[config.mk]
export PLATFORM = sky130hd
export DESIGN_NAME = ddcr_top
export DESIGN_NICKNAME = d
export VERILOG_FILES = /design/src/core/ddcr_pkg.sv /design/src/core/ddcr_cfg_if.sv /design/src/core/ddcr_serial_port.sv /design/src/core/ddcr_top.sv
export SDC_FILE = /design/constraint.sdc
export NUM_CORES = 1
export LEC_CHECK = 0
export BUFFER_PORTS_ARGS = -buffer_cell sky130_fd_sc_hd__buf_4
export CAP_MARGIN = 10
export CORE_MARGIN = 4
export CORE_UTILIZATION = 55
export DETAILED_ROUTE_END_ITERATION = 7
export GPL_TIMING_DRIVEN = 1
export MAX_ROUTING_LAYER = met4
export PLACE_DENSITY_LB_ADDON = 0.2
export SLEW_MARGIN = 20
export SYNTH_ARGS = -nofsm -noshare
export SYNTH_HDL_FRONTEND = slang
export SYNTH_SLANG_ARGS = --single-unit
export TNS_END_PERCENT = 5
[constraint.sdc]
create_clock -name core_clk_i -period 3.2 [get_ports core_clk_i]
set_clock_uncertainty 0.2 [all_clocks]
set_input_delay 0.64 -clock core_clk_i [delete_from_list [all_inputs] [get_ports core_clk_i]]
set_output_delay 0.64 -clock core_clk_i [all_outputs]
set_load 0.005 [all_outputs]
[src/core/ddcr_pkg.sv]
// constants shared by the datapath configuration bank and its serial port
package ddcr_pkg;
    // ********************************
    // address map
    // ********************************
    localparam int ADDR_W = 7;
    localparam logic [6:0] ADDR_FHB_CTRL = 7'h1C;
    localparam logic [6:0] ADDR_SHB_CTRL = 7'h1D;
    localparam logic [6:0] ADDR_DP_CONFIG = 7'h1E;
    localparam logic [6:0] ADDR_PART_ID = 7'h1F;
    localparam logic [6:0] ADDR_I_PHASE_LOW = 7'h38;
    localparam logic [6:0] ADDR_I_PHASE_HIGH = 7'h39;
    localparam logic [6:0] ADDR_Q_PHASE_LOW = 7'h3A;
    localparam logic [6:0] ADDR_Q_PHASE_HIGH = 7'h3B;
    localparam logic [6:0] ADDR_I_OFS_LOW = 7'h3C;
    localparam logic [6:0] ADDR_I_OFS_HIGH = 7'h3D;
    localparam logic [6:0] ADDR_Q_OFS_LOW = 7'h3E;
    localparam logic [6:0] ADDR_Q_OFS_HIGH = 7'h3F;
    localparam logic [6:0] ADDR_I_FS_LOW = 7'h40;
    localparam logic [6:0] ADDR_I_CONV_CTRL = 7'h41;
    localparam logic [6:0] ADDR_I_AUX_LOW = 7'h42;
    localparam logic [6:0] ADDR_I_AUX_CTRL = 7'h43;
    localparam logic [6:0] ADDR_Q_FS_LOW = 7'h44;
    // ********************************
    // field positions
    // ********************************
    localparam int HB_SKIP_BIT = 0;
    localparam int FHB_MODE_LSB = 1;
    localparam int SHB_MODE_LSB = 1;
    localparam int DP_ENABLE_BIT = 0;
    localparam int SLEEP_BIT = 7;
    localparam int AUX_SIGN_BIT = 7;
    localparam int AUX_DIR_BIT = 6;
    localparam int AUX_SLEEP_BIT = 5;
    localparam int READ_FLAG_BIT = 7;
    localparam logic [5:0] SHB_LAST_PLAIN = 6'h1B;
    localparam logic [5:0] SHB_FIRST_MOD = 6'h24;
    // ********************************
    // reset values
    // ********************************
    localparam logic [7:0] RST_ZERO = 8'h00;
    localparam logic [9:0] RST_FULL_SCALE = 10'h1F9;
    localparam logic [7:0] RST_Q_FS_LOW = 8'hF9;
endpackage : ddcr_pkg

[src/core/ddcr_cfg_if.sv]
// register access strobes between serial port and register bank
`timescale 1ns/100ps
interface ddcr_cfg_if;
    logic wr_en;
    logic [6:0] addr;
    logic [7:0] wdata;
    logic [7:0] rdata;
    modport port (output wr_en, output addr, output wdata, input rdata);
    modport bank (input wr_en, input addr, input wdata, output rdata);
endinterface : ddcr_cfg_if

[src/core/ddcr_serial_port.sv]
// serial configuration port: pins sampled on the core clock
`timescale 1ns/100ps
module ddcr_serial_port
    import ddcr_pkg::*;
(
    input wire logic core_clk_i,
    input wire logic rstn_i,
    input wire logic spi_cs_n_i,
    input wire logic spi_sclk_i,
    input wire logic spi_sdi_i,
    output logic spi_sdo_o,
    output logic spi_sdo_oe_o,
    ddcr_cfg_if.port bus
);
    typedef enum logic [1:0] {SP_IDLE, SP_INSTR, SP_DATA} ddcr_phase_e;
    typedef struct packed {
        logic [1:0] cs_sync;
        logic [1:0] sclk_sync;
        logic [1:0] sdi_sync;
        logic sclk_prev;
        ddcr_phase_e phase;
        logic [2:0] bit_cnt;
        logic [7:0] shift;
        logic [7:0] out_shift;
        logic is_read;
        logic load_pend;
        logic wr_en;
        logic [6:0] addr;
        logic [7:0] wdata;
        logic sdo_oe;
    } ddcr_sp_s;

    ddcr_sp_s st;
    ddcr_sp_s next_st;
    logic rise;
    logic fall;

    // ********************************
    // transaction engine
    // ********************************
    always_comb begin
        next_st = st;
        next_st.cs_sync = {st.cs_sync[0], spi_cs_n_i};
        next_st.sclk_sync = {st.sclk_sync[0], spi_sclk_i};
        next_st.sdi_sync = {st.sdi_sync[0], spi_sdi_i};
        next_st.sclk_prev = st.sclk_sync[1];
        next_st.wr_en = 1'b0;
        next_st.load_pend = 1'b0;
        rise = st.sclk_sync[1] && !st.sclk_prev;
        fall = !st.sclk_sync[1] && st.sclk_prev;
        if (st.wr_en) begin
            next_st.addr = st.addr + 7'h01;
        end
        if (st.load_pend) begin
            next_st.out_shift = bus.rdata;
        end
        if (st.cs_sync[1]) begin
            next_st.phase = SP_IDLE;
            next_st.bit_cnt = 3'h0;
        end else if (st.phase == SP_IDLE) begin
            next_st.phase = SP_INSTR;
            next_st.bit_cnt = 3'h0;
        end else if (rise) begin
            next_st.shift = {st.shift[6:0], st.sdi_sync[1]};
            next_st.bit_cnt = st.bit_cnt + 3'h1;
            if (st.bit_cnt == 3'h7) begin
                if (st.phase == SP_INSTR) begin
                    next_st.phase = SP_DATA;
                    next_st.is_read = st.shift[READ_FLAG_BIT - 1];
                    next_st.addr = {st.shift[5:0], st.sdi_sync[1]};
                    next_st.load_pend = st.shift[READ_FLAG_BIT - 1];
                end else if (st.is_read) begin
                    next_st.addr = st.addr + 7'h01;
                    next_st.load_pend = 1'b1;
                end else begin
                    next_st.wr_en = 1'b1;
                    next_st.wdata = {st.shift[6:0], st.sdi_sync[1]};
                end
            end
        end else if (fall && st.phase == SP_DATA && st.is_read && st.bit_cnt != 3'h0) begin
            next_st.out_shift = {st.out_shift[6:0], 1'b0};
        end
        next_st.sdo_oe = !st.cs_sync[1] && st.phase == SP_DATA && st.is_read;
    end

    always_ff @(posedge core_clk_i or negedge rstn_i) begin
        if (!rstn_i) begin
            st <= '{cs_sync: 2'b11, phase: SP_IDLE, default: '0};
        end else begin
            st <= next_st;
        end
    end

    assign bus.wr_en = st.wr_en;
    assign bus.addr = st.addr;
    assign bus.wdata = st.wdata;
    assign spi_sdo_o = st.out_shift[7];
    assign spi_sdo_oe_o = st.sdo_oe;
endmodule : ddcr_serial_port

[src/core/ddcr_top.sv]
// datapath configuration register bank with sample offset adders
//
// Functional notes
// - first halfband modes 10/11: modulated, upper band
// - first halfband modes 00/01: unmodulated, centred/shifted
// - first halfband skip bit removes first filter
// - second halfband mode bits 6:1, plain to 011011
// - second halfband codes 100100 up are modulated
// - second halfband skip bit removes second filter
// - read-only eight-bit part identifier
// - ten-bit i phase word, two bytes
// - ten-bit q phase word, resets zero
// - sixteen-bit i offset added to samples
// - sixteen-bit q offset added to samples
// - ten-bit i full-scale trim code
// - bit 7 puts i converter asleep
// - aux bit 7 selects output sign
// - aux bit 6 selects source or sink
// - aux bit 5 puts aux source asleep
// - ten-bit i aux magnitude, linear
// - q trim low byte resets 11111001
`timescale 1ns/100ps
module ddcr_top
    import ddcr_pkg::*;
#(
    parameter logic [7:0] PART_CODE = 8'h5A, // arbitrary identification value
    parameter int SAMPLE_W = 16
) (
    input wire logic core_clk_i,
    input wire logic rstn_i,
    input wire logic spi_cs_n_i,
    input wire logic spi_sclk_i,
    input wire logic spi_sdi_i,
    output logic spi_sdo_o,
    output logic spi_sdo_oe_o,
    input wire logic [SAMPLE_W-1:0] i_sample_i,
    input wire logic [SAMPLE_W-1:0] q_sample_i,
    output logic [SAMPLE_W-1:0] i_sample_o,
    output logic [SAMPLE_W-1:0] q_sample_o,
    output logic [1:0] first_halfband_mode_o,
    output logic first_halfband_upper_o,
    output logic first_halfband_skip_o,
    output logic [5:0] second_halfband_mode_o,
    output logic second_halfband_modulated_o,
    output logic second_halfband_skip_o,
    output logic datapath_enable_o,
    output logic [9:0] i_phase_adjust_o,
    output logic [9:0] q_phase_adjust_o,
    output logic [9:0] i_full_scale_trim_o,
    output logic i_converter_sleep_o,
    output logic i_aux_sign_o,
    output logic i_aux_sink_o,
    output logic i_aux_sleep_o,
    output logic [9:0] i_aux_magnitude_o,
    output logic [7:0] q_full_scale_trim_low_o
);
    typedef struct packed {
        logic [1:0] fhb_mode;
        logic fhb_skip;
        logic [5:0] shb_mode;
        logic shb_skip;
        logic dp_enable;
        logic [9:0] i_phase;
        logic [9:0] q_phase;
        logic [15:0] i_offset;
        logic [15:0] q_offset;
        logic [9:0] i_fs;
        logic i_sleep;
        logic aux_sign;
        logic aux_sink;
        logic aux_sleep;
        logic [9:0] aux_mag;
        logic [7:0] q_fs_low;
        logic [SAMPLE_W-1:0] i_out;
        logic [SAMPLE_W-1:0] q_out;
    } ddcr_bank_s;

    ddcr_bank_s st;
    ddcr_bank_s next_st;
    logic [SAMPLE_W-1:0] i_sum;
    logic [SAMPLE_W-1:0] q_sum;
    logic [7:0] rdata;

    ddcr_cfg_if bus ();

    ddcr_serial_port u_port (
        .core_clk_i(core_clk_i),
        .rstn_i(rstn_i),
        .spi_cs_n_i(spi_cs_n_i),
        .spi_sclk_i(spi_sclk_i),
        .spi_sdi_i(spi_sdi_i),
        .spi_sdo_o(spi_sdo_o),
        .spi_sdo_oe_o(spi_sdo_oe_o),
        .bus(bus)
    );

    // ********************************
    // decode helpers
    // ********************************
    function automatic logic shb_modulated(input logic [5:0] code);
        return code >= SHB_FIRST_MOD;
    endfunction : shb_modulated

    function automatic logic [7:0] high_pair(input logic [9:0] word);
        return {6'h00, word[9:8]};
    endfunction : high_pair

    // ********************************
    // register writes and sample path
    // ********************************
    always_comb begin
        next_st = st;
        i_sum = SAMPLE_W'(i_sample_i + st.i_offset);
        q_sum = SAMPLE_W'(q_sample_i + st.q_offset);
        next_st.i_out = i_sum;
        next_st.q_out = q_sum;
        if (bus.wr_en) begin
            unique case (bus.addr)
                ADDR_FHB_CTRL: begin
                    next_st.fhb_mode = bus.wdata[FHB_MODE_LSB +: 2];
                    next_st.fhb_skip = bus.wdata[HB_SKIP_BIT];
                end
                ADDR_SHB_CTRL: begin
                    next_st.shb_mode = bus.wdata[SHB_MODE_LSB +: 6];
                    next_st.shb_skip = bus.wdata[HB_SKIP_BIT];
                end
                ADDR_DP_CONFIG: next_st.dp_enable = bus.wdata[DP_ENABLE_BIT];
                ADDR_I_PHASE_LOW: next_st.i_phase[7:0] = bus.wdata;
                ADDR_I_PHASE_HIGH: next_st.i_phase[9:8] = bus.wdata[1:0];
                ADDR_Q_PHASE_LOW: next_st.q_phase[7:0] = bus.wdata;
                ADDR_Q_PHASE_HIGH: next_st.q_phase[9:8] = bus.wdata[1:0];
                ADDR_I_OFS_LOW: next_st.i_offset[7:0] = bus.wdata;
                ADDR_I_OFS_HIGH: next_st.i_offset[15:8] = bus.wdata;
                ADDR_Q_OFS_LOW: next_st.q_offset[7:0] = bus.wdata;
                ADDR_Q_OFS_HIGH: next_st.q_offset[15:8] = bus.wdata;
                ADDR_I_FS_LOW: next_st.i_fs[7:0] = bus.wdata;
                ADDR_I_CONV_CTRL: begin
                    next_st.i_sleep = bus.wdata[SLEEP_BIT];
                    next_st.i_fs[9:8] = bus.wdata[1:0];
                end
                ADDR_I_AUX_LOW: next_st.aux_mag[7:0] = bus.wdata;
                ADDR_I_AUX_CTRL: begin
                    next_st.aux_sign = bus.wdata[AUX_SIGN_BIT];
                    next_st.aux_sink = bus.wdata[AUX_DIR_BIT];
                    next_st.aux_sleep = bus.wdata[AUX_SLEEP_BIT];
                    next_st.aux_mag[9:8] = bus.wdata[1:0];
                end
                ADDR_Q_FS_LOW: next_st.q_fs_low = bus.wdata;
                default: next_st.i_out = i_sum;
            endcase
        end
    end

    // ********************************
    // readback, undefined bits as zero
    // ********************************
    always_comb begin
        rdata = RST_ZERO;
        unique case (bus.addr)
            ADDR_FHB_CTRL: rdata = {5'h00, st.fhb_mode, st.fhb_skip};
            ADDR_SHB_CTRL: rdata = {1'b0, st.shb_mode, st.shb_skip};
            ADDR_DP_CONFIG: rdata = {7'h00, st.dp_enable};
            ADDR_PART_ID: rdata = PART_CODE;
            ADDR_I_PHASE_LOW: rdata = st.i_phase[7:0];
            ADDR_I_PHASE_HIGH: rdata = high_pair(st.i_phase);
            ADDR_Q_PHASE_LOW: rdata = st.q_phase[7:0];
            ADDR_Q_PHASE_HIGH: rdata = high_pair(st.q_phase);
            ADDR_I_OFS_LOW: rdata = st.i_offset[7:0];
            ADDR_I_OFS_HIGH: rdata = st.i_offset[15:8];
            ADDR_Q_OFS_LOW: rdata = st.q_offset[7:0];
            ADDR_Q_OFS_HIGH: rdata = st.q_offset[15:8];
            ADDR_I_FS_LOW: rdata = st.i_fs[7:0];
            ADDR_I_CONV_CTRL: rdata = {st.i_sleep, 5'h00, st.i_fs[9:8]};
            ADDR_I_AUX_LOW: rdata = st.aux_mag[7:0];
            ADDR_I_AUX_CTRL: rdata = {st.aux_sign, st.aux_sink, st.aux_sleep, 3'h0, st.aux_mag[9:8]};
            ADDR_Q_FS_LOW: rdata = st.q_fs_low;
            default: rdata = RST_ZERO;
        endcase
    end

    assign bus.rdata = rdata;

    always_ff @(posedge core_clk_i or negedge rstn_i) begin
        if (!rstn_i) begin
            st <= '{i_fs: RST_FULL_SCALE, q_fs_low: RST_Q_FS_LOW, default: '0};
        end else begin
            st <= next_st;
        end
    end

    // ********************************
    // outputs
    // ********************************
    assign first_halfband_mode_o = st.fhb_mode;
    assign first_halfband_upper_o = st.fhb_mode[1];
    assign first_halfband_skip_o = st.fhb_skip;
    assign second_halfband_mode_o = st.shb_mode;
    assign second_halfband_modulated_o = shb_modulated(st.shb_mode);
    assign second_halfband_skip_o = st.shb_skip;
    assign datapath_enable_o = st.dp_enable;
    assign i_phase_adjust_o = st.i_phase;
    assign q_phase_adjust_o = st.q_phase;
    assign i_full_scale_trim_o = st.i_fs;
    assign i_converter_sleep_o = st.i_sleep;
    assign i_aux_sign_o = st.aux_sign;
    assign i_aux_sink_o = st.aux_sink;
    assign i_aux_sleep_o = st.aux_sleep;
    assign i_aux_magnitude_o = st.aux_mag;
    assign q_full_scale_trim_low_o = st.q_fs_low;
    assign i_sample_o = st.i_out;
    assign q_sample_o = st.q_out;
endmodule : ddcr_top

# Word-level counts from Yosys, hierarchy flattened
# Index checks and enable logic that the tools add are counted.
[totals]
register_bits = 174
output_inout_bits = 99
mem_bits_rw = 0
rom_bits = 0
latch_bits = 0
wordCells = 125
n_memories = 0
inputBits = 37
[op_classes]
n_mux = 23
shifts = 0
n_div = 0
multipliers = 0
n_eq_ne = 20
bitwise = 4
n_reduce_logical = 35
n_addsub = 4
n_lt_le_gt_ge = 1
[op_table]
columns = ["operator", "count"]
rows = [
  ["case mux 8 bit (17 select lines)", 1],
  ["== test 7 x 6 -> 1 bit, second input constant", 8],
  ["2-to-1 mux 26 bit", 2],
  ["2-to-1 mux 8 bit", 5],
  ["2-to-1 mux 18 bit", 2],
  ["== test 7 bit, second input constant", 5],
  ["adder 16 bit", 2],
  ["AND reduction 2 bit", 16],
  ["== test 7 x 5 -> 1 bit, second input constant", 4],
  ["2-to-1 mux 7 bit", 3],
  ["2-to-1 mux 13 bit", 1],
  ["nonzero test 3 bit", 4],
  ["2-to-1 mux 5 bit", 2],
  ["adder 7 x 1 -> 7 bit, second input constant", 1],
  ["logical AND 1 bit", 7],
  [">= comparator 6 bit, second input constant", 1],
  ["AND reduction 3 bit", 2],
  ["AND reduction 6 bit", 1],
  ["2-to-1 mux 1 bit", 5],
  ["AND reduction 5 bit", 1],
  ["2-to-1 mux 2 bit", 2],
  ["inverter 1 bit", 4],
  ["adder 3 x 1 -> 3 bit, second input constant", 1],
  ["== test 3 bit, second input constant", 1],
  ["other kinds (4)", 6],
]

# Logic depth before layout (Yosys ltp)
# Gate-level depths: netlist (run 1).
[logic_depth]
word_depth = 9
mapped_depth = 9
ltp_nobuf = 9

# Cells and area by module
# From an unflattened synthesis (run 1), not the netlist that was laid out.
[unflattened]
cells_unflattened = 843
hier_area_um2 = 9631.7
[by_module_without_submodules]
columns = ["mod", "cells_per_inst", "n_inst", "seq_area_each_um2", "area_each_um2"]
rows = [
  ["ddcr_top", 651, 1, 3194.3, 7434.6],
  ["ddcr_serial_port", 192, 1, 1153.6, 2197.1],
]

# Worst setup path after synthesis (run 1)
# OpenSTA, ideal clock, no wires.
[synth_path]
path_kind = "in2reg"
startpoint = "input i_sample_i[1]"
endpoint = "register st (netlist bit i_sample_o[15])"
arrival_time_ps = 2347
setup_ps = 120
path_slack_ps = 534
required_ps = 2880
n_path_buf = 0
cell_stages = 7
path_cell_list = "ha_1 a211oi_1 o21bai_1 o41ai_1 a21oi_1 or4_1 and3_1"
[synth_via]
elab_chain_cells = 1
[synth_lines]
columns = ["element", "line_no", "source"]
rows = [
  ["from (decl)", "ddcr_top.sv:36", "input wire logic [SAMPLE_W-1:0] i_sample_i,"],
  ["adder 16 bit", "ddcr_top.sv:113", "i_sum = SAMPLE_W'(i_sample_i + st.i_offset);"],
  ["net i_sum[15]", "ddcr_top.sv:80", "logic [SAMPLE_W-1:0] i_sum;"],
  ["to (signal assigned)", "ddcr_top.sv:187", "st <= next_st;"],
  ["to (decl)", "ddcr_top.sv:78", "ddcr_bank_s st;"],
]
# The timed path passes the listed nets, and every way through them passes these cells.
# A chain may end at the register's enable or synchronous reset.

==> insert_results.sql, run 1 <==
INSERT INTO impl_metrics (metric_group, metric, value, unit) VALUES
('outcome', 'status', 'finished, final reports clean', ''),
('run', 'number_of_violations_of_the_max_capacitance_limit', '0', ''),
('die', 'vertical_die_dimension', '138', 'microns'),
('timing', 'max_freq', '369', 'MHz'),
('synth', 'post-synth-top-area-cell', 'dfrtp_1', ''),
('global_routing', 'first_global_vias', '6948', ''),
('final_layout', 'layout-area-overhead-vs-synth', '13.8', '%'),
('setup_path', 'critPathRequiredTime', '3.28', 'ns'),
('drt', 'drt-pass1-iter-count', '5', ''),
('drt', 'vias_per_cell', '6.06', ''),
('setup_path', 'r2r_slack', '0.49', 'ns'),
('worst_hold_path', 'hold_path_end', 'u_port.next_st[42]', ''),
('drt', 'met1_length', '10.3', 'mm'),
('timing', 'slew_viol_final', '0', ''),
('timing', 'setup_viol_count_final', '0', ''),
('drt', 'remaining_drc_errors', '0', ''),
('global_routing', 'grt_remaining_overflow', '0', ''),
('synth', 'syn-cell-area', '0.00934', 'sq mm'),
('final_layout', 'number_of_antenna_cells_inserted', '0', ''),
('drt', 'highest_layer', 'met4', ''),
('worst_hold_path', 'min-delay-start', 'spi_sdi_i', ''),
('timing', 'total_negative_slack', '0', 'ns'),
('timing', 'timing.final.hold_violations', '0', ''),
('synth', 'yosys_register_bits', '173', ''),
('setup_path', 'sum_of_buffers_and_inverters_on_the_critical_path', '1', ''),
('synth', 'synth_mux_area_share', '12.6', '%'),
('setup_path', 'critical_path.cell_chain', 'inv_1 -> ha_1 -> nor3_1 -> nor3_1 -> a2111oi_0 -> nand3_1 -> nand3_1 -> o221ai_1', ''),
('synth', 'synth_most_common_cell', 'dfrtp_1', ''),
('setup_path', 'critPathMaxStageDelay', '0.47', 'ns'),
('setup_path', 'worstSetupEndpointType', 'register', ''),
('drt', 'route.antenna.remaining_nets', '0', ''),
('synth', 'synth-async-reset-ratio', '100', '%'),
('synth', 'syn-instance-count', '847', ''),
('power', 'ir_drop', '373', 'uV'),
('cts', 'clkLatencyLatePin', '0.43', 'ns'),
('synth', 'synth_simple_gate_area_share', '11.3', '%'),
('setup_path', 'cpMaxStageDelayCell', 'a2111oi_0', ''),
('timing', 'worstMarginPinSlew', '0.738', 'ns'),
('timing', 'final_period_minus_worst_setup_slack', '2.71', 'ns'),
('die', 'placementRows', '47', ''),
('cts', 'clkTransAtPathRegs', '0.06', 'ns'),
('die', 'die_x', '138', 'microns'),
('synth', 'synth-main-ff-cell', 'dfrtp_1', ''),
('synth', 'synth_xor_area_share', '2.72', '%'),
('setup_path', 'rr_worst_depth', '8', ''),
('setup_path', 'worst-setup-path-type', 'register to register', ''),
('power', 'cellLeakagePower', '5.26', 'nW'),
('die', 'placeableCoreArea', '0.0166', 'sq mm'),
('drt', 'met3RoutedLength', '1.58', 'mm'),
('final_layout', 'utilization', '63.9', '%'),
('power', 'power', '4.51', 'mW'),
('timing', 'rsz0062_at_grt', 'no', ''),
('setup_path', 'worst_path_dominant_cell_family', 'simple AND/OR/NAND/NOR gates', ''),
('global_routing', 'grtUsageTotal', '26.1', '%'),
('power', 'power_per_cell_area', '425', 'mW/mm^2'),
('synth', 'synth_area_leaders', 'dfrtp_1 42%, mux2_2 7.4%, buf_4 7.1%, ha_1 5.1%, mux2_1 4.8%', ''),
('die', 'num_io_pins', '136', ''),
('setup_path', 'timing.rr.end', 'u_port.st[24]', ''),
('setup_path', 'crit-reg2reg-launch', 'u_port.bus.addr[1]', ''),
('drt', 'first_iteration_detailed_routing_drc_count', '602', ''),
('synth', 'number_of_enable_flip_flop_cells_after_synthesis', '0', ''),
('placement', 'global_placer_s_final_weighted_congestion', '0.968', ''),
('final_layout', 'proportion_of_layout_cells_with_a_drive_suffix_above_1', '30.3', '%'),
('global_routing', 'grt_pass1_wl', '38.4', 'mm'),
('placement', 'dp_hpwl', '18.0', 'mm'),
('synth', 'synth-seq-area-share', '46.5', '%'),
('synth', 'synth.yosys.warnings', '0', ''),
('worst_hold_path', 'hold_depth', '1', ''),
('timing', 'timing.hold.ws', '0.115', 'ns'),
('timing', 'share_of_the_cycle_needed_by_the_critical_path_after_routing', '84.7', '%'),
('placement', 'io_buffer_count', '135', '');
-- timing repair --
item	CTS	global route
endpoints found under the hold margin	32	0
hold buffers	1	0
gates resized for setup	0	0
buffers inserted	0	0
-- cells by family after synthesis --
group / after synthesis
muxes: 105
AOI/OAI and AO/OA: 162
xor gates and xnor gates: 29
buffers and inverters: 138
adders and majority gates: 40
and+or+nand+nor: 200
DFF: 173
-- cell type report --
| cell class | count | area, sq um |
|---|---|---|
| fill | 1302 | 6010 |
| sequential | 173 | 4350 |
| multi-input combinational | 536 | 4140 |
| timing repair buffer | 157 | 1210 |
| clock buffer | 23 | 488 |
| tap | 220 | 275 |
| clock inverter | 9 | 86.3 |
| inverter | 23 | 86.3 |
-- per-layer routing --
layer  GRT usage [%]  vias to the layer above
li1                -                     3111
met1            33.7                     3465
met2            42.3                      304
met3            4.59                       33
met4            7.96                        0
met5               -                        -
-- cells in the final DEF, fill, tap and decap left out, drive strengths merged, types with 9 or more instances in the layout --
cell type,n
mux2,101
dfstp,15
a21o,9
nand2,62
clkbuf,23
nor2,46
nor3,19
dfrtp,158
buf,156
and3,10
o21ai,25
a22oi,12
ha,38
a21oi,31
xor2,12
nand3,24
inv,22
xnor2,17
-- worst max path at each step --
| stage | depth (start not counted) | startpoint | to | slack (ns) |
|---|---|---|---|---|
| 5_1_grt | 8 | u_port.bus.addr[1] | u_port.st[24] | 0.34 |
| 6_report | 8 | u_port.bus.addr[1] | u_port.st[24] | 0.49 |
| 4_1_cts | 8 | st[81] | i_sample_o[15] | 0.54 |
| 3_3_place_gp | 9 | i_sample_i[1] | i_sample_o[15] | 0.25 |
| 3_5_place_dp | 9 | i_sample_i[1] | i_sample_o[15] | 0.22 |
| 2_1_floorplan | 7 | i_sample_i[1] | i_sample_o[15] | 0.53 |
-- report_power, final --
group          switching, mW  internal, mW  leakage, nW  total (mW)
registers             0.0384          2.24         2.27        2.28
logic                  0.118         0.117         2.71       0.235
clock network          0.849          1.15        0.279        2.00
-- registers in the layout (all words and copies together) (netlist names), 2 cells and up --
signal and flops:
second_halfband_mode_o 6, u_port.next_st 4, st 32, u_port.st 24, q_sample_o 16, q_full_scale_trim_low_o 8, i_full_scale_trim_o 10, u_port.bus.wdata 8
q_phase_adjust_o 10, i_sample_o 16, i_phase_adjust_o 10, u_port.bus.addr 7, i_aux_magnitude_o 10, first_halfband_mode_o 2
-- metrics by stage --
stage	worst slack, ns	std cells	area [sq um]
6_report	0.491	1141	10600
5_1_grt	0.339	1141	10600
4_1_cts	0.536	1141	10600
3_5_place_dp	0.225	1108	10000
3_3_place_gp	0.253	1108	10000
2_1_floorplan	0.534	847	9340
Power figures use the tool's default switching activity.
==> inputs of run 2 (changes only) <==
Settings changed: ABC_AREA set to 1.
Clock period 3.2 ns to 2.72 ns, I/O delays scaled along.
==> insert_results.sql, run 2 <==
INSERT INTO impl_metrics (metric_group, metric, value, unit) VALUES
('power', 'cellLeakagePower', '5.38', 'nW'),
('cts', 'clkLatencyLatePin', '0.43', 'ns'),
('setup_path', 'critical_path.startpoint', 'st[64]', ''),
('cts', 'cts_num_sinks', '173', ''),
('final_layout', 'area_taken_by_multi_input_logic_gates', '0.00401', 'sq mm'),
('global_routing', 'grt_pass1_wl', '38.9', 'mm'),
('drt', 'routedWlPerCell', '17.2', 'microns'),
('die', 'num_io_pins', '136', ''),
('final_layout', 'fillerInstances', '1453', ''),
('synth', 'avgSynthCellArea', '8.32', 'sq um'),
('drt', 'via_count_of_the_routed_design', '7732', ''),
('setup_path', 'critPathRequiredTime', '2.87', 'ns'),
('cts', 'cts_htree_levels', '4', ''),
('final_layout', 'proportion_of_layout_cells_with_a_drive_suffix_above_1', '18.6', '%'),
('power', 'p_int', '4.27', 'mW'),
('setup_path', 'cpMaxStageDelayCell', 'dfrtp_1', ''),
('final_layout', 'number_of_antenna_cells_inserted', '0', ''),
('cts', 'clkTransAtPathRegs', '0.07', 'ns'),
('setup_path', 'sum_of_buffers_and_inverters_on_the_critical_path', '1', ''),
('synth', 'synth_most_common_cell', 'nand2_1', ''),
('final_layout', 'utilization', '63.7', '%'),
('drt', 'vias_per_cell', '5.44', ''),
('synth', 'synth_xor_area_share', '2.77', '%'),
('synth', 'synth-main-ff-cell', 'dfrtp_1', ''),
('setup_path', 'crit_fanout', '3', ''),
('synth', 'synth.cells.most_frequent', '312 x nand2_1, 158 x dfrtp_1, 123 x o21ai_0', ''),
('timing', 'max_freq', '416', 'MHz'),
('cts', 'clock_tree_from_tritoncts', 'yes', ''),
('global_routing', 'antenna_found_initial', '0', ''),
('synth', 'syn-instance-count', '1140', ''),
('synth', 'yosys_register_bits', '173', ''),
('synth', 'synth.top_cell.area_share', '41.7', '%'),
('setup_path', 'worst_path_dominant_cell_family', 'adder cells', ''),
('worst_hold_path', 'min-delay-start', 'spi_sclk_i', ''),
('power', 'power.switching_fraction', '22.0', '%'),
('synth', 'number_of_enable_flip_flop_cells_after_synthesis', '0', ''),
('timing', 'layout_setup_ws', '0.314', 'ns'),
('timing', 'setup_viol_count_final', '0', ''),
('final_layout', 'largest_registers', 'st x32, u_port.st x24', ''),
('synth', 'synthDistinctLibCells', '43', ''),
('final_layout', 'fin_nets', '1266', ''),
('setup_path', 'crit-reg2reg-launch', 'st[64]', ''),
('die', 'dieArea', '0.0194', 'sq mm'),
('synth', 'post-synth-top-area-cell', 'dfrtp_1', ''),
('die', 'die_x', '139', 'microns'),
('final_layout', 'layout.cells.most_common_list', '312 x nand2_1, 158 x dfrtp_1, 137 x buf_4, 123 x o21ai_0, 76 x nor2_1', ''),
('run', 'number_of_violations_of_the_max_capacitance_limit', '0', ''),
('die', 'placementRows', '47', ''),
('drt', 'remaining_drc_errors', '0', ''),
('drt', 'routed_wire_length', '24.5', 'mm'),
('setup_path', 'critPathMaxStageDelay', '0.40', 'ns'),
('placement', 'dp_hpwl', '18.1', 'mm'),
('global_routing', 'first_global_vias', '7378', ''),
('setup_path', 'worst-setup-path-type', 'register to register', ''),
('final_layout', 'regMostFlops', 'st', ''),
('outcome', 'status', 'finished, final reports clean', ''),
('drt', 'drt-pass1-iter-count', '6', ''),
('timing', 'timing.hold.ws', '0.0127', 'ns'),
('timing', 'slew_viol_final', '0', ''),
('synth', 'synth_compound_area_share', '11.7', '%'),
('worst_hold_path', 'hold_path.class', 'input port to register', ''),
('cts', 'clock_tree.root_cell', 'clkbuf_16', ''),
('power', 'ir_drop', '440', 'uV'),
('die', 'vertical_die_dimension', '139', 'microns'),
('final_layout', 'largest_reg_flops', '32', ''),
('placement', 'pre_cts_ws', '0.121', 'ns'),
('setup_path', 'worstSetupEndpointType', 'register', ''),
('power', 'clock_power_share', '46.4', '%'),
('drt', 'first_iteration_detailed_routing_drc_count', '636', ''),
('synth', 'syn-cell-area', '0.00948', 'sq mm'),
('global_routing', 'largest_net_degree_at_the_start_of_global_routing', '98', ''),
('synth', 'synth-async-reset-ratio', '100', '%'),
('global_routing', 'grt_remaining_overflow', '0', ''),
('synth', 'synth-adder-area-share', '5.44', '%'),
('drt', 'route.antenna.remaining_nets', '0', ''),
('setup_path', 'critPathLaunchType', 'register', ''),
('synth', 'mappedNetlistNets', '1217', ''),
('timing', 'worst_slew_margin_rel', '47.8', '%'),
('final_layout', 'sequential_cell_area', '0.00435', 'sq mm'),
('power', 'power', '5.48', 'mW'),
('placement', 'io_buffer_count', '135', ''),
('die', 'initial_utilization', '56.6', '%'),
('global_routing', 'grtUsageTotal', '26.1', '%'),
('synth', 'synth.yosys.warnings', '0', ''),
('cts', 'max-clock-path-buffers', '2', ''),
('die', 'placeableCoreArea', '0.0168', 'sq mm'),
('timing', 'worstMarginPinSlew', '0.778', 'ns'),
('power', 'power_per_cell_area', '513', 'mW/mm^2'),
('timing', 'total_negative_slack', '0', 'ns'),
('placement', 'global_placer_s_final_weighted_congestion', '0.947', ''),
('setup_path', 'worst-endpoint-arrival', '2.56', 'ns'),
('setup_path', 'worst_path_most_repeated_cell', 'nand2_1', ''),
('power', 'combPwrFrac', '4.9', '%'),
('timing', 'timing.final.hold_violations', '0', ''),
('cts', 'numCtsBuffers', '17', ''),
('final_layout', 'layout-area-overhead-vs-synth', '12.5', '%'),
('setup_path', 'critical_path.cell_chain', 'ha_1 -> inv_1 -> fa_1 -> nand3b_1 -> nand2_1 -> a21boi_0 -> o21ai_0 -> nand2_1 -> nand2_1 -> xor2_1', ''),
('synth', 'synth_simple_gate_area_share', '22.4', '%'),
('synth', 'synth_mux_area_share', '0', '%'),
('synth', 'combinational_family_with_the_most_area_after_synthesis', 'simple AND/OR/NAND/NOR gates', ''),
('power', 'total_switching_power', '1.21', 'mW'),
('timing', 'share_of_the_cycle_needed_by_the_critical_path_after_routing', '88.5', '%'),
('final_layout', 'layout_commonest_cell', 'nand2_1', ''),
('synth', 'synth-seq-area-share', '45.8', '%'),
('power', 'power.share.sequential', '48.6', '%'),
('timing', 'final_period_minus_worst_setup_slack', '2.41', 'ns'),
('synth', 'synth_area_leaders', 'dfrtp_1 42%, nand2_1 12%, buf_4 7.1%, o21ai_0 6.5%, ha_1 5.0%', ''),
('timing', 'rsz0062_at_grt', 'no', '');
[run 2: layout make-up]
type | count | area share, %
tap | 220 | 2.58
sequential | 173 | 40.7
inverter | 85 | 3.00
clock inverter | 9 | 1.27
timing repair buffer | 143 | 10.4
clock buffer | 23 | 4.48
multi-input combinational | 769 | 37.5
[run 2: power groups by stage]
| stage | Combinational (mW) | Clock, mW | Sequential [mW] |
|---|---|---|---|
| floorplan | 0.143 | 0 | 2.70 |
| global placement | 0.266 | 0 | 2.71 |
| detailed placement | 0.271 | 0 | 2.71 |
| CTS | 0.275 | 2.57 | 2.66 |
| global route | 0.307 | 2.69 | 2.67 |
| finish | 0.271 | 2.54 | 2.66 |
[run 2: path summary, 6_finish.rpt]
check | slack, ns | depth (start not counted) | endpoint
hold / removal | 0.01 | 1 | u_port.next_st[44]
setup reg to reg | 0.31 | 10 | q_sample_o[10]
min in group asynchronous | 0.49 | 3 | i_phase_adjust_o[4]
max in group asynchronous | 1.36 | 3 | q_full_scale_trim_low_o[4]
hold reg to reg | 0.15 | 0 | u_port.next_st[40]
setup / recovery | 0.31 | 10 | q_sample_o[10]
[run 2: timing repair]
action	4_1_cts	5_1_grt
endpoints found under the hold margin	109	1
buffers inserted	0	0
hold buffers	2	1
gates resized for setup	0	0
[run 2: worst reg2reg max path, stage by stage (launching register included)]
cell	delay [ns]
dfrtp_1	0.40
ha_1	0.19
inv_1	0.06
fa_1	0.39
nand3b_1	0.18
nand2_1	0.15
a21boi_0	0.19
o21ai_0	0.28
nand2_1	0.08
nand2_1	0.08
xor2_1	0.15
[run 2: through the flow]
stage          cells  instance area (sq um)
3_5_place_dp    1387                  10000
4_1_cts         1421                  10700
6_report        1422                  10700
5_1_grt         1422                  10700
3_3_place_gp    1387                  10000
2_1_floorplan   1140                   9480
[run 2: layer usage]
| layer | up-vias | GRT usage (%) | part of all wire (%) |
|---|---|---|---|
| li1 | 3725 | - | - |
| met1 | 3706 | 33.9 | 43 |
| met2 | 251 | 41.5 | 48 |
| met3 | 50 | 4.29 | 5.9 |
| met4 | 0 | 9.63 | 3.0 |
| met5 | - | - | 0 |
[run 2: kinds of logic (layout without fill, tap and decap cells)]
kind of cell | Yosys count | after routing
AO/OA/AOI/OAI | 207 | 207
XOR/XNOR | 30 | 30
adder cells (fa/ha/maj) | 40 | 40
buffers and inverters | 198 | 260
flip-flops | 173 | 173
AND/OR/NAND/NOR | 492 | 492
==> inputs of run 3 (changes only) <==
Settings changed: BUFFER_PORTS_ARGS -buffer_cell sky130_fd_sc_hd__buf_4 to unset, DONT_BUFFER_PORTS set to 1, REMOVE_ABC_BUFFERS set to 1.
==> insert_results.sql, run 3 (same netlist as run 2, synthesis figures left out) <==
INSERT INTO impl_metrics (metric_group, metric, value, unit) VALUES
('timing', 'worst_slew_margin_rel', '45.7', '%'),
('timing', 'slew_viol_final', '0', ''),
('setup_path', 'r2r_slack', '0.32', 'ns'),
('drt', 'vias_per_cell', '5.55', ''),
('setup_path', 'critPathLaunchType', 'register', ''),
('drt', 'via_count_of_the_routed_design', '7146', ''),
('setup_path', 'crit-reg2reg-launch', 'st[64]', ''),
('final_layout', 'fin_area', '0.00960', 'sq mm'),
('setup_path', 'worst-endpoint-arrival', '2.55', 'ns'),
('cts', 'clock_tree_from_tritoncts', 'yes', ''),
('final_layout', 'regMostFlops', 'st', ''),
('global_routing', 'groute.layer.met1.usage', '32.6', '%'),
('cts', 'postCtsSetupRepairBufs', '0', ''),
('global_routing', 'grt.met3_usage', '6.11', '%'),
('cts', 'clkLatencyLatePin', '0.43', 'ns'),
('cts', 'cts_num_sinks', '173', ''),
('run', 'number_of_violations_of_the_max_capacitance_limit', '0', ''),
('power', 'ir_drop', '438', 'uV'),
('global_routing', 'grtUsageTotal', '25.9', '%'),
('die', 'initial_utilization', '56.6', '%'),
('placement', 'global_placer_s_final_weighted_congestion', '0.891', ''),
('die', 'num_io_pins', '136', ''),
('timing', 'setup_viol_count_final', '0', ''),
('die', 'die_x', '139', 'microns'),
('timing', 'final_period_minus_worst_setup_slack', '2.40', 'ns'),
('placement', 'io_buffer_count', '0', ''),
('drt', 'routedWlPerCell', '18.8', 'microns'),
('power', 'power', '5.20', 'mW'),
('drt', 'routed_wire_length', '24.2', 'mm'),
('cts', 'cts_htree_levels', '4', ''),
('timing', 'share_of_the_cycle_needed_by_the_critical_path_after_routing', '88.2', '%'),
('global_routing', 'first_global_vias', '6880', ''),
('die', 'vertical_die_dimension', '139', 'microns'),
('final_layout', 'number_of_antenna_cells_inserted', '0', ''),
('drt', 'drt-pass1-iter-count', '6', ''),
('drt', 'first_iteration_detailed_routing_drc_count', '558', ''),
('final_layout', 'proportion_of_layout_cells_with_a_drive_suffix_above_1', '8.53', '%'),
('cts', 'clkTransAtPathRegs', '0.06', 'ns'),
('final_layout', 'layout_commonest_cell', 'nand2_1', ''),
('cts', 'postCtsHoldBufs', '3', ''),
('final_layout', 'largest_reg_flops', '32', ''),
('final_layout', 'fin_nets', '1131', ''),
('timing', 'timing.final.hold_violations', '173', ''),
('setup_path', 'critPathRequiredTime', '2.87', 'ns'),
('setup_path', 'timing.rr.end', 'q_sample_o[10]', ''),
('die', 'dieArea', '0.0194', 'sq mm'),
('global_routing', 'globalRoute.busiestLayer', 'met2', ''),
('power', 'cellLeakagePower', '4.67', 'nW'),
('setup_path', 'worstSetupEndpointType', 'register', ''),
('die', 'placeableCoreArea', '0.0168', 'sq mm'),
('global_routing', 'largest_net_degree_at_the_start_of_global_routing', '174', ''),
('cts', 'clock_tree.root_cell', 'clkbuf_16', ''),
('worst_hold_path', 'hold_path.class', 'input port to async pin', ''),
('final_layout', 'largest_registers', 'st x32, u_port.st x24', ''),
('final_layout', 'layout-area-overhead-vs-synth', '1.24', '%'),
('global_routing', 'antenna_found_initial', '0', ''),
('timing', 'max_freq', '417', 'MHz'),
('power', 'power_per_cell_area', '542', 'mW/mm^2'),
('final_layout', 'layout.cells.most_common_list', '312 x nand2_1, 158 x dfrtp_1, 123 x o21ai_0, 76 x nor2_1, 74 x inv_1', ''),
('outcome', 'violations', 'hold timing', ''),
('die', 'placementRows', '47', ''),
('global_routing', 'grt_pass1_wl', '38.5', 'mm'),
('drt', 'remaining_drc_errors', '0', ''),
('global_routing', 'grt_remaining_overflow', '0', ''),
('global_routing', 'grt.met2_usage', '41.7', '%'),
('timing', 'timing.hold.ws', '-0.389', 'ns'),
('cts', 'cts-resized-gates', '0', ''),
('drt', 'route.antenna.remaining_nets', '0', ''),
('outcome', 'status', 'finished with violations', ''),
('timing', 'worstMarginPinSlew', '0.814', 'ns'),
('setup_path', 'rr_worst_depth', '10', ''),
('timing', 'rsz0062_at_grt', 'no', ''),
('cts', 'max-clock-path-buffers', '2', ''),
('timing', 'total_negative_slack', '0', 'ns'),
('cts', 'numCtsBuffers', '17', ''),
('setup_path', 'worst-setup-path-type', 'register to register', ''),
('placement', 'place_area', '0.00899', 'sq mm'),
('placement', 'dp_hpwl', '17.8', 'mm'),
('setup_path', 'crit_fanout', '3', '');
run 3: cell type report:
cell class | instances | area [sq um]
clock inverter | 9 | 85.1
fill | 1555 | 7160
inverter | 85 | 320
tap | 220 | 275
sequential | 173 | 4350
multi-input combinational | 769 | 4010
clock buffer | 23 | 498
timing repair buffer | 8 | 67.6
run 3: where the power goes:
group	total, mW	switching (mW)	internal, mW
Combinational	0.134	0.0794	0.0547
Clock	2.40	1.02	1.38
Sequential	2.67	0.0420	2.63
run 3: metal layers:
| metal | share of wire (%) | wire length [microns] |
|---|---|---|
| met5 | 0 | 0 |
| met4 | 2.4 | 580 |
| met2 | 49 | 11800 |
| met3 | 7.4 | 1780 |
| met1 | 42 | 10100 |
run 3: worst max-delay path, cell delays in order, from the launching register on:
cell and delay (ns):
dfrtp_1 0.40, ha_1 0.19, inv_1 0.06, fa_1 0.39
nand3b_1 0.17, nand2_1 0.13, a21boi_0 0.18, o21ai_0 0.29
nand2_1 0.09, nand2_1 0.09, xor2_1 0.15
run 3: worst max path at each step:
| stage | from | to | slack [ns] | cells past startpoint |
|---|---|---|---|---|
| after detailed placement | q_sample_i[0] | q_sample_o[10] | 0.18 | 10 |
| final | st[64] | q_sample_o[10] | 0.32 | 10 |
| after global routing | st[64] | q_sample_o[10] | 0.08 | 10 |
| after CTS | st[64] | q_sample_o[10] | 0.30 | 10 |
| after floorplan | i_sample_i[0] | i_sample_o[10] | 0.41 | 10 |
| after global placement | q_sample_i[0] | q_sample_o[10] | 0.29 | 10 |
run 3: per-stage QoR:
| step | util, % | instances | hold slack [ns] | setup slack (ns) |
|---|---|---|---|---|
| finish | 57.3 | 1287 | -0.389 | 0.321 |
| global route | 57.3 | 1287 | -0.408 | 0.0790 |
| CTS | 57.3 | 1287 | -0.398 | 0.305 |
| detailed placement | 53.6 | 1252 | 0.0561 | 0.182 |
| global placement | 53.6 | 1252 | 0.0534 | 0.289 |
| floorplan | - | 1027 | 0.0484 | 0.408 |
